[config.mk]
export PLATFORM = sky130hd
export DESIGN_NAME = pal_alarm_logic
export DESIGN_NICKNAME = d
export VERILOG_FILES = /design/src/pal_pkg.sv /design/src/pal_alarm_logic.sv
export VERILOG_INCLUDE_DIRS = /design/src /design/src/src
export SDC_FILE = /design/constraint.sdc
export NUM_CORES = 2
export LEC_CHECK = 0
export ABC_AREA = 1
export BUFFER_PORTS_ARGS = -buffer_cell sky130_fd_sc_hd__buf_2
export CAP_MARGIN = 15
export CORE_MARGIN = 4
export CORE_UTILIZATION = 55
export DETAILED_ROUTE_END_ITERATION = 16
export PLACE_DENSITY = 0.74
export SLEW_MARGIN = 25
export SYNTH_ARGS = -nofsm -noshare
export SYNTH_HDL_FRONTEND = slang
export SYNTH_SLANG_ARGS = --single-unit
[constraint.sdc]
create_clock -name clk -period 12.75 [get_ports clk]
set_clock_uncertainty 0.15 [all_clocks]
set_input_delay 0.6375 -clock clk [delete_from_list [all_inputs] [get_ports clk]]
set_output_delay 0.6375 -clock clk [all_outputs]
set_load 0.005 [all_outputs]
[src/pal_consts.svh]
`ifndef PAL_CONSTS_SVH
`define PAL_CONSTS_SVH
// Register byte offsets
`define PAL_OFF_CTRL      12'h000
`define PAL_OFF_PV        12'h004
`define PAL_OFF_SP        12'h008
`define PAL_OFF_STATUS    12'h00C
`define PAL_OFF_LOOPDLY   12'h010
`define PAL_OFF_SAFEOUT   12'h014
`define PAL_OFF_DEMAND    12'h018
`define PAL_OFF_OUTPUT    12'h01C
`define PAL_OFF_RSP       12'h020
`define PAL_OFF_ALM_BASE  12'h040
// Per-alarm block: config, threshold, hysteresis
`define PAL_ALM_STRIDE    12'h010
`define PAL_ALM_CFG       12'h000
`define PAL_ALM_THR       12'h004
`define PAL_ALM_HYS       12'h008
// Alarm config fields
`define PAL_CFG_TYPE_LSB  0
`define PAL_CFG_LATCH_LSB 4
`define PAL_CFG_BLOCK_BIT 8
// Control fields
`define PAL_CTRL_ACK_BIT  0
`define PAL_CTRL_MA_BIT   1
`define PAL_CTRL_RSPEN_BIT 2
// Timing and reset values
`define PAL_CLK_HZ        250000000
`define PAL_RSP_TIMEOUT_S 5
`define PAL_FLASH_HZ      2
`define PAL_SAFE_RESET    16'h0000
`define PAL_LOOP_RESET    32'h0000_1000
`endif

[src/pal_pkg.sv]
package pal_pkg;
  typedef enum logic [2:0] {
    PAL_NONE = 3'b000, PAL_FS_HI = 3'b001, PAL_FS_LO = 3'b010,
    PAL_DEV_HI = 3'b011, PAL_DEV_LO = 3'b100, PAL_BAND = 3'b101
  } pal_type_t;
  typedef enum logic [1:0] {
    PAL_NOLATCH = 2'b00, PAL_AUTO = 2'b01, PAL_MANUAL = 2'b10, PAL_EVENT = 2'b11
  } pal_latch_t;
  typedef struct packed {
    logic       blocking;
    pal_latch_t latch;
    pal_type_t  kind;
  } pal_cfg_t;
  typedef struct packed {
    logic        open_a;
    logic        open_b;
    logic        open_c;
    logic        milliamp_mode;
    logic        rtd_mode;
  } pal_sensor_t;
endpackage

[src/pal_alarm_logic.sv]
// Chosen here: the APB slave port and the placing of the registers.
`timescale 1ns/1ps
`default_nettype none
`include "pal_consts.svh"
// Contract
// - Four alarms: FS high/low, deviation high/low, band
// - Alarm drives outputs, message and red beacon
// - Open sensor raises fault, forces safe output
// - RTD break when any of three wires open
// - Milliamp input never reports sensor break
// - Loop break if PV static after demand change
// - Remote fail after five seconds without setpoint
// - Hysteresis separates alarm on and off levels
// - Non-latching alarm clears when condition goes
// - Auto latch holds until ack; early ack accepted
// - Manual latch needs condition gone and ack
// - Manual latch ignores ack while condition present
// - Event mode drives output but not beacon
// - Event message shown only while condition holds
// - Blocking holds alarm until first safe state
// - Setpoint change re-arms blocking
// - Beacon flashes unacked, steady when acked active
// - Non-latching alarm resets if cleared before ack
module pal_alarm_logic
  import pal_pkg::*;
#(
  parameter int N_ALM = 4,
  parameter int DW    = 16,
  parameter longint unsigned RSP_TIMEOUT_CYC = longint'(`PAL_RSP_TIMEOUT_S) * `PAL_CLK_HZ,
  parameter int unsigned FLASH_HALF_CYC = `PAL_CLK_HZ / (2 * `PAL_FLASH_HZ)
)(
  // Clock and reset
  input  wire logic              clk,
  input  wire logic              rst,
  // APB slave
  input  wire logic              psel,
  input  wire logic              penable,
  input  wire logic              pwrite,
  input  wire logic [11:0]       paddr,
  input  wire logic [31:0]       pwdata,
  output logic      [31:0]       prdata,
  output logic                   pready,
  output logic                   pslverr,
  // Operator and sensor
  input  wire logic              ack_pulse,
  input  wire pal_sensor_t       sensor,
  input  wire logic              rsp_strobe,
  // Indications
  output logic                   alarm_beacon,
  output logic                   message_on,
  output logic [N_ALM-1:0]       alarm_out,
  output logic                   sensor_break_code,
  output logic                   loop_break,
  output logic                   remote_fail,
  output logic [DW-1:0]          control_out
);
  localparam int RW = 40;

  logic                 [DW-1:0] process_value_reg;
  logic                 [DW-1:0] setpoint_value_reg;
  logic                 [DW-1:0] demand_reg;
  logic                 [DW-1:0] safe_reg;
  logic                 [31:0]   loop_dly_reg;
  logic                          rsp_en_reg;
  pal_cfg_t             [N_ALM-1:0] cfg_reg;
  logic [N_ALM-1:0]     [DW-1:0] thr_reg;
  logic [N_ALM-1:0]     [DW-1:0] hys_reg;
  logic [N_ALM-1:0]              active_reg;
  logic [N_ALM-1:0]              acked_reg;
  logic [N_ALM-1:0]              cond_reg;
  logic [N_ALM-1:0]              blocked_reg;
  logic [N_ALM-1:0]              cond_next;
  logic [N_ALM-1:0]              ev_cond;
  logic                          wr_en;
  logic                          rd_en;
  logic                          sp_write;
  logic                          sw_ack;
  logic                          ack_any;
  logic                          mapped;
  logic [31:0]                   rd_mux;

  assign wr_en    = psel && penable && pwrite;
  assign rd_en    = psel && penable && !pwrite;
  assign pready   = 1'b1;
  assign sp_write = wr_en && paddr == `PAL_OFF_SP && pwdata[DW-1:0] != setpoint_value_reg;
  assign sw_ack   = wr_en && paddr == `PAL_OFF_CTRL && pwdata[`PAL_CTRL_ACK_BIT];
  assign ack_any  = ack_pulse || sw_ack;

  // Configuration registers
  always_ff @(posedge clk or posedge rst) begin
    if (rst) begin
      process_value_reg  <= '0;
      setpoint_value_reg <= '0;
      demand_reg         <= '0;
      safe_reg           <= `PAL_SAFE_RESET;
      loop_dly_reg       <= `PAL_LOOP_RESET;
      rsp_en_reg         <= 1'b0;
    end else if (wr_en) begin
      unique case (paddr)
        `PAL_OFF_PV:      process_value_reg  <= pwdata[DW-1:0];
        `PAL_OFF_SP:      setpoint_value_reg <= pwdata[DW-1:0];
        `PAL_OFF_DEMAND:  demand_reg         <= pwdata[DW-1:0];
        `PAL_OFF_SAFEOUT: safe_reg           <= pwdata[DW-1:0];
        `PAL_OFF_LOOPDLY: loop_dly_reg       <= pwdata;
        `PAL_OFF_CTRL:    rsp_en_reg         <= pwdata[`PAL_CTRL_RSPEN_BIT];
        default: ;
      endcase
    end
  end

  // Per-alarm evaluation
  genvar g;
  generate
    for (g = 0; g < N_ALM; g++) begin : g_alm
      localparam logic [11:0] BASE = 12'(`PAL_OFF_ALM_BASE + g * `PAL_ALM_STRIDE);
      logic signed [DW:0] pv;
      logic signed [DW:0] dev;
      logic signed [DW:0] mag;
      logic signed [DW:0] thr;
      logic signed [DW:0] on_lvl;
      logic signed [DW:0] off_lvl;
      logic signed [DW:0] off_lo;
      logic               trip;
      logic               clear;
      assign pv  = {1'b0, process_value_reg};
      assign dev = pv - $signed({1'b0, setpoint_value_reg});
      assign mag = dev[DW] ? -dev : dev;
      assign thr = {1'b0, thr_reg[g]};
      assign off_lvl = thr - $signed({1'b0, hys_reg[g]});
      assign off_lo  = thr + $signed({1'b0, hys_reg[g]});
      assign on_lvl  = thr;
      always_comb begin
        trip  = 1'b0;
        clear = 1'b1;
        unique case (cfg_reg[g].kind)
          PAL_FS_HI:  begin trip = pv > on_lvl;   clear = pv <= off_lvl; end
          PAL_FS_LO:  begin trip = pv < on_lvl;   clear = pv >= off_lo;  end
          PAL_DEV_HI: begin trip = dev > on_lvl;  clear = dev <= off_lvl; end
          PAL_DEV_LO: begin trip = dev < -on_lvl; clear = dev >= -off_lvl; end
          PAL_BAND:   begin trip = mag > on_lvl;  clear = mag <= off_lvl; end
          default:    begin trip = 1'b0;          clear = 1'b1; end
        endcase
        cond_next[g] = cond_reg[g] ? !clear : trip;
      end
      assign ev_cond[g] = cond_reg[g] && cfg_reg[g].latch == PAL_EVENT;

      always_ff @(posedge clk or posedge rst) begin
        if (rst) begin
          cfg_reg[g] <= '0;
          thr_reg[g] <= '0;
          hys_reg[g] <= '0;
        end else if (wr_en) begin
          if (paddr == BASE + `PAL_ALM_CFG) begin
            cfg_reg[g].blocking <= pwdata[`PAL_CFG_BLOCK_BIT];
            cfg_reg[g].latch    <= pal_latch_t'(pwdata[`PAL_CFG_LATCH_LSB +: 2]);
            cfg_reg[g].kind     <= pal_type_t'(pwdata[`PAL_CFG_TYPE_LSB +: 3]);
          end
          if (paddr == BASE + `PAL_ALM_THR) thr_reg[g] <= pwdata[DW-1:0];
          if (paddr == BASE + `PAL_ALM_HYS) hys_reg[g] <= pwdata[DW-1:0];
        end
      end

      always_ff @(posedge clk or posedge rst) begin
        if (rst) begin
          cond_reg[g]    <= 1'b0;
          blocked_reg[g] <= 1'b1;
        end else begin
          cond_reg[g] <= cond_next[g];
          if (sp_write && cfg_reg[g].blocking) blocked_reg[g] <= 1'b1;
          else if (!cond_next[g]) blocked_reg[g] <= 1'b0;
        end
      end

      always_ff @(posedge clk or posedge rst) begin
        if (rst) begin
          active_reg[g] <= 1'b0;
          acked_reg[g]  <= 1'b0;
        end else if (cond_reg[g] && !active_reg[g] && !(cfg_reg[g].blocking && blocked_reg[g])) begin
          active_reg[g] <= 1'b1;
          acked_reg[g]  <= 1'b0;
        end else if (active_reg[g]) begin
          unique case (cfg_reg[g].latch)
            PAL_NOLATCH, PAL_EVENT: begin
              if (!cond_reg[g]) active_reg[g] <= 1'b0;
              if (ack_any) acked_reg[g] <= 1'b1;
            end
            PAL_AUTO: begin
              if (ack_any) acked_reg[g] <= 1'b1;
              if (!cond_reg[g] && (acked_reg[g] || ack_any)) active_reg[g] <= 1'b0;
            end
            PAL_MANUAL: begin
              if (ack_any && !cond_reg[g]) begin
                active_reg[g] <= 1'b0;
                acked_reg[g]  <= 1'b1;
              end
            end
          endcase
        end
      end
      assign alarm_out[g] = active_reg[g];
    end
  endgenerate

  // Sensor break
  always_ff @(posedge clk or posedge rst) begin
    if (rst) sensor_break_code <= 1'b0;
    else if (sensor.milliamp_mode) sensor_break_code <= 1'b0;
    else if (sensor.rtd_mode) sensor_break_code <= sensor.open_a | sensor.open_b | sensor.open_c;
    else sensor_break_code <= sensor.open_a;
  end

  always_ff @(posedge clk or posedge rst) begin
    if (rst) control_out <= '0;
    else control_out <= sensor_break_code ? safe_reg : demand_reg;
  end

  // Loop break watch
  logic [31:0]   loop_cnt_reg;
  logic          loop_armed_reg;
  logic [DW-1:0] pv_snap_reg;
  always_ff @(posedge clk or posedge rst) begin
    if (rst) begin
      loop_cnt_reg   <= '0;
      loop_armed_reg <= 1'b0;
      pv_snap_reg    <= '0;
      loop_break     <= 1'b0;
    end else if (wr_en && paddr == `PAL_OFF_DEMAND && pwdata[DW-1:0] != demand_reg) begin
      loop_cnt_reg   <= '0;
      loop_armed_reg <= 1'b1;
      pv_snap_reg    <= process_value_reg;
      loop_break     <= 1'b0;
    end else if (loop_armed_reg) begin
      if (process_value_reg != pv_snap_reg) begin
        loop_armed_reg <= 1'b0;
        loop_break     <= 1'b0;
      end else if (loop_cnt_reg >= loop_dly_reg) begin
        loop_armed_reg <= 1'b0;
        loop_break     <= 1'b1;
      end else loop_cnt_reg <= loop_cnt_reg + 32'h0000_0001;
    end
  end

  // Remote setpoint watchdog
  logic [RW-1:0] rsp_cnt_reg;
  always_ff @(posedge clk or posedge rst) begin
    if (rst) begin
      rsp_cnt_reg <= '0;
      remote_fail <= 1'b0;
    end else if (!rsp_en_reg || rsp_strobe) begin
      rsp_cnt_reg <= '0;
      remote_fail <= 1'b0;
    end else if (rsp_cnt_reg >= RW'(RSP_TIMEOUT_CYC - 1)) begin
      remote_fail <= 1'b1;
    end else rsp_cnt_reg <= rsp_cnt_reg + RW'(1);
  end

  // Beacon flash divider
  logic [31:0] flash_cnt_reg;
  logic        flash_reg;
  always_ff @(posedge clk or posedge rst) begin
    if (rst) begin
      flash_cnt_reg <= '0;
      flash_reg     <= 1'b0;
    end else if (flash_cnt_reg >= FLASH_HALF_CYC - 1) begin
      flash_cnt_reg <= '0;
      flash_reg     <= !flash_reg;
    end else flash_cnt_reg <= flash_cnt_reg + 32'h0000_0001;
  end

  logic [N_ALM-1:0] beacon_src;
  logic             sys_alarm;
  always_comb begin
    for (int i = 0; i < N_ALM; i++) begin
      beacon_src[i] = active_reg[i] && cfg_reg[i].latch != PAL_EVENT;
    end
  end
  assign sys_alarm = sensor_break_code | loop_break | remote_fail;

  always_ff @(posedge clk or posedge rst) begin
    if (rst) begin
      alarm_beacon <= 1'b0;
      message_on   <= 1'b0;
    end else begin
      if (|(beacon_src & ~acked_reg) || sys_alarm) alarm_beacon <= flash_reg;
      else alarm_beacon <= |beacon_src;
      message_on <= |beacon_src || |ev_cond || sys_alarm;
    end
  end

  // APB read
  always_comb begin
    rd_mux = '0;
    mapped = 1'b1;
    unique case (paddr)
      `PAL_OFF_CTRL:    rd_mux = {29'h0, rsp_en_reg, 2'b00};
      `PAL_OFF_PV:      rd_mux = 32'(process_value_reg);
      `PAL_OFF_SP:      rd_mux = 32'(setpoint_value_reg);
      `PAL_OFF_STATUS:  rd_mux = {13'h0, remote_fail, loop_break, sensor_break_code,
                                  4'(blocked_reg), 4'(acked_reg), 4'(cond_reg), 4'(active_reg)};
      `PAL_OFF_LOOPDLY: rd_mux = loop_dly_reg;
      `PAL_OFF_SAFEOUT: rd_mux = 32'(safe_reg);
      `PAL_OFF_DEMAND:  rd_mux = 32'(demand_reg);
      `PAL_OFF_OUTPUT:  rd_mux = 32'(control_out);
      default: begin
        mapped = 1'b0;
        for (int i = 0; i < N_ALM; i++) begin
          if (paddr == 12'(`PAL_OFF_ALM_BASE + i * `PAL_ALM_STRIDE + `PAL_ALM_CFG)) begin
            rd_mux[`PAL_CFG_TYPE_LSB +: 3]  = cfg_reg[i].kind;
            rd_mux[`PAL_CFG_LATCH_LSB +: 2] = cfg_reg[i].latch;
            rd_mux[`PAL_CFG_BLOCK_BIT]      = cfg_reg[i].blocking;
            mapped = 1'b1;
          end
          if (paddr == 12'(`PAL_OFF_ALM_BASE + i * `PAL_ALM_STRIDE + `PAL_ALM_THR)) begin
            rd_mux = 32'(thr_reg[i]);
            mapped = 1'b1;
          end
          if (paddr == 12'(`PAL_OFF_ALM_BASE + i * `PAL_ALM_STRIDE + `PAL_ALM_HYS)) begin
            rd_mux = 32'(hys_reg[i]);
            mapped = 1'b1;
          end
        end
      end
    endcase
  end
  assign pslverr = psel && penable && !mapped;

  always_ff @(posedge clk or posedge rst) begin
    if (rst) prdata <= '0;
    else if (psel && !penable && !pwrite) prdata <= rd_mux;
  end

  // Assertions
  a_mamp_no_break: assert property (@(posedge clk) disable iff (rst)
    sensor.milliamp_mode |=> !sensor_break_code) else $error("break in mA mode");
  a_rtd_wire_break: assert property (@(posedge clk) disable iff (rst)
    (sensor.rtd_mode && !sensor.milliamp_mode && sensor.open_b) |=> sensor_break_code)
    else $error("rtd wire missed");
  a_safe_output: assert property (@(posedge clk) disable iff (rst)
    sensor_break_code && $stable(safe_reg) |=> control_out == $past(safe_reg)) else $error("safe level");
  a_nolatch_clear: assert property (@(posedge clk) disable iff (rst)
    active_reg[0] && !cond_reg[0] && cfg_reg[0].latch == PAL_NOLATCH |=> !active_reg[0])
    else $error("nolatch stuck");
  a_manual_hold: assert property (@(posedge clk) disable iff (rst)
    active_reg[0] && cond_reg[0] && cfg_reg[0].latch == PAL_MANUAL |=> active_reg[0])
    else $error("manual cleared early");
  a_auto_hold: assert property (@(posedge clk) disable iff (rst)
    active_reg[0] && !acked_reg[0] && !ack_any && cfg_reg[0].latch == PAL_AUTO |=> active_reg[0])
    else $error("auto cleared unacked");
  a_block_hold: assert property (@(posedge clk) disable iff (rst)
    !active_reg[0] && blocked_reg[0] && cfg_reg[0].blocking |=> !active_reg[0])
    else $error("blocked alarm fired");
  a_sp_rearm: assert property (@(posedge clk) disable iff (rst)
    sp_write && cfg_reg[0].blocking |=> blocked_reg[0]) else $error("no rearm");
  a_event_dark: assert property (@(posedge clk) disable iff (rst)
    (cfg_reg[N_ALM-1].latch == PAL_EVENT && active_reg == {1'b1, {(N_ALM-1){1'b0}}} && !sys_alarm) [*2]
    |-> !alarm_beacon) else $error("event lit beacon");
  a_remote_fail: assert property (@(posedge clk) disable iff (rst)
    remote_fail && rsp_en_reg |-> !$past(rsp_strobe)) else $error("fail right after strobe");
endmodule // pal_alarm_logic
`default_nettype wire

==> impl_results.md <==
* Mux cell area share after synthesis at 0%
* Top post-synthesis cells by area: dfrtp_1, ha_1, nand2_1
* CP max stage delay at roughly 700 ps
* Post-synthesis register bit count at 440
* Critical Path Source: process_value_reg[1]
* Die W at around 290 um
* RR Startpoint: process_value_reg[1]
* Vias/cell at just over 6
* Area grow syn2layout at 7.86%
* Seq/Total Area, Yosys at ~24%
* CTS tree: built
* Total CTS buffers at about 50
* Power density cells at roughly 68 mW/mm^2
* Slowest cell on the critical path: dfrtp_1
* Outcome: completed
* Synth cell count leaders: nand2_1, ha_1, inv_1
* Via count of the first global-routing pass at 41800
* Layout net count at just over 7000
* Clk pin slew, worst setup/hold paths at ~60 ps
* H-tree levels at 2
* Actual slew at the worst max-slew pin at roughly 1200 ps
* Dpl hpwl at 131 mm
* Clock Path Buffers at 3
* Power, Total at 3.33 mW
* Clk sinks at between 400 and 500
* Fillers at ~7600
* Yosys top cell area share at between 20% and 30%
* Via count at about 46000
* WP data arrival at around 6700 ps
* Synth Warn # at 0
* # setup viols final at 0
* Clock latency on the worst-skew pair at approximately 620 ps
* Initial DRC Count at between 5000 and 6000
* Area of the multi-input gates at slightly above 0.03 mm^2
* Fmax achieved at approximately 160 MHz
* Slew Viols, Final at 0
* Post-synth EDFFs at 0
* Simple-Gate Fraction of Synth Area at about 24%
* Core ar. at 0.0809 mm^2
* Final period util at slightly below 50%
* Max-slew headroom at between 15 and 20%
* Setup crit start kind: flip-flop
* IO buf count at about 110
* CP Capture Type: flip-flop
* Synth Area in Compound Gates at between 10% and 20%
* GRT Total Usage at approximately two fifths
* Final hold vios at 0
* Total gr overflow at 0
* Largest net degree at the start of global routing at just under 80
* Largest family of logic cells by synthesized area: simple AND/OR/NAND/NOR gates
* Most common cell in the netlist: nand2_1
* TNS Setup at 0 ps
* Wirelength, routed at between 150 and 200 mm
* Cells after synthesis at slightly above 6000
* Initial core utilization at between 50% and 60%
* Cell Area, Synth at approximately 0.045 mm^2
* Xor-xnor portion of the synthesized cell area at under 10%
* Layout cells sized above 1 at 6.91%
* Syn avg cell area at 7.32 um^2
* Worst VDD drop at between 0.0001 and 0.00015 V
* Adder-cell share of the synthesized area at 21.9%
* Cell leakage power at ~25 nW
* Ys async rst share at 100%
* Reg2reg end: blocked_reg[0]
* Final Non-Filler Cells at approximately 7400
* Unrepaired setup endpoints after global routing: no
* Worst R2R Path Depth at 35
* DIE HEIGHT at slightly below 300 um
* # DRC at 0
* Most frequent CP cell: nand2_1
* Max cap viols at 0
* Die ar. at 0.0867 mm^2
* Netlist cell types at between 80 and 90
* First-pass GRT wire length at 260 mm
* Num rows at approximately 100
* GPL Wtd Cong at about 1.1
* CTS root buf: clkbuf_16
* Leading area contributor after synthesis: dfrtp_1
* CTS resizes at 0
* Initial antenna violation count at 15
* FF+latch area at around 0.011 mm^2
* Router iterations before antenna repair at 6
* Hold Crit Class: primary input to async pin
* Placed instance count at between 7000 and 8000
* ANT nets after route at 0
* Max FO, Critical Path at 22
* Wire per inst at around 24 um
* CP Class: flip-flop to flip-flop
* Post-cts hold buffer count at 0
* I/O pins at ~120
* Ys flop type: dfrtp_1
* Post-CTS setup buffer count at 0
* Data required, critical path at roughly 13000 ps
* Post-layout min period at between 6000 and 7000 ps
* Worst reg2reg setup slack at 6440 ps
-- where the power goes --
group / switching [mW] / internal [mW]
clock network: 0.645 / 0.851
logic: 0.271 / 0.134
registers: 0.0155 / 1.41
total: 0.932 / 2.40
-- cell families after synthesis --
logic type,after synthesis
XOR/XNOR,250
AO/OA/AOI/OAI,1263
adder cells (fa/ha/maj),785
buffers and inverters,913
flip-flops,440
AND/OR/NAND/NOR,2507
other,2
-- per-layer routing --
layer,global-route usage [%],wire [um]
met5,0,80
met4,20.1,10900
met3,10.1,22100
met2,58.8,72100
met1,53.5,70800
-- placed cells by master (no fill, tap or decap), types with 14 or more instances in the layout --
master	n
nand4_1	150
o211ai_1	16
buf_2	113
nand3_2	17
buf_4	61
nor2_1	475
o21a_1	20
a21o_1	18
clkbuf_16	49
nand3b_1	19
xor2_2	14
o31ai_1	30
inv_2	16
xor2_1	189
a211oi_1	22
nor2_2	19
o22ai_1	37
nand2_1	1288
o21bai_1	20
nor4_1	54
o21ai_0	455
xnor2_1	37
ha_1	776
o21ai_1	32
a21oi_1	459
dfrtp_1	435
nor3_1	120
o221ai_1	38
a31oi_1	20
nand3_1	252
a221oi_1	21
inv_1	740
nand2_2	33
-- worst max path at each step --
stage,endpoint
5_1_grt,blocked_reg[0]
3_3_place_gp,blocked_reg[0]
3_5_place_dp,blocked_reg[0]
6_report,blocked_reg[0]
4_1_cts,blocked_reg[0]
2_1_floorplan,acked_reg[0]
-- worst max-delay path, delay by kind of cell (launching register included) --
kind | cells | cell delay, ps
and+or+nand+nor | 16 | 1420
xor gates and xnor gates | 1 | 600
AOI/OAI and AO/OA | 8 | 1110
DFF | 1 | 700
buffers and inverters | 8 | 1390
adders and majority gates | 2 | 870
-- layout make-up --
type,instances,share of cell area [%]
diodes,11,0.0566
clock inverters,23,0.586
clock buffers,67,2.84
flip-flops and latches,440,22.6
well taps,1060,2.73
inverters,763,5.89
repair buffers,177,2.21
multi-input cells,4812,63.1
-- per-stage QoR --
step | cell area (um^2) | setup WS (ps) | utilization [%] | hold slack [ps]
global placement | 46900 | 6480 | 57.9 | 300
global route | 48600 | 6090 | 60.1 | 40.0
finish | 48700 | 6440 | 60.1 | 21.6
CTS | 48600 | 6290 | 60.0 | 5.19
detailed placement | 46900 | 6320 | 57.9 | 312
floorplan | 45100 | 6020 | - | 283
(Power assumes the default switching activity.)
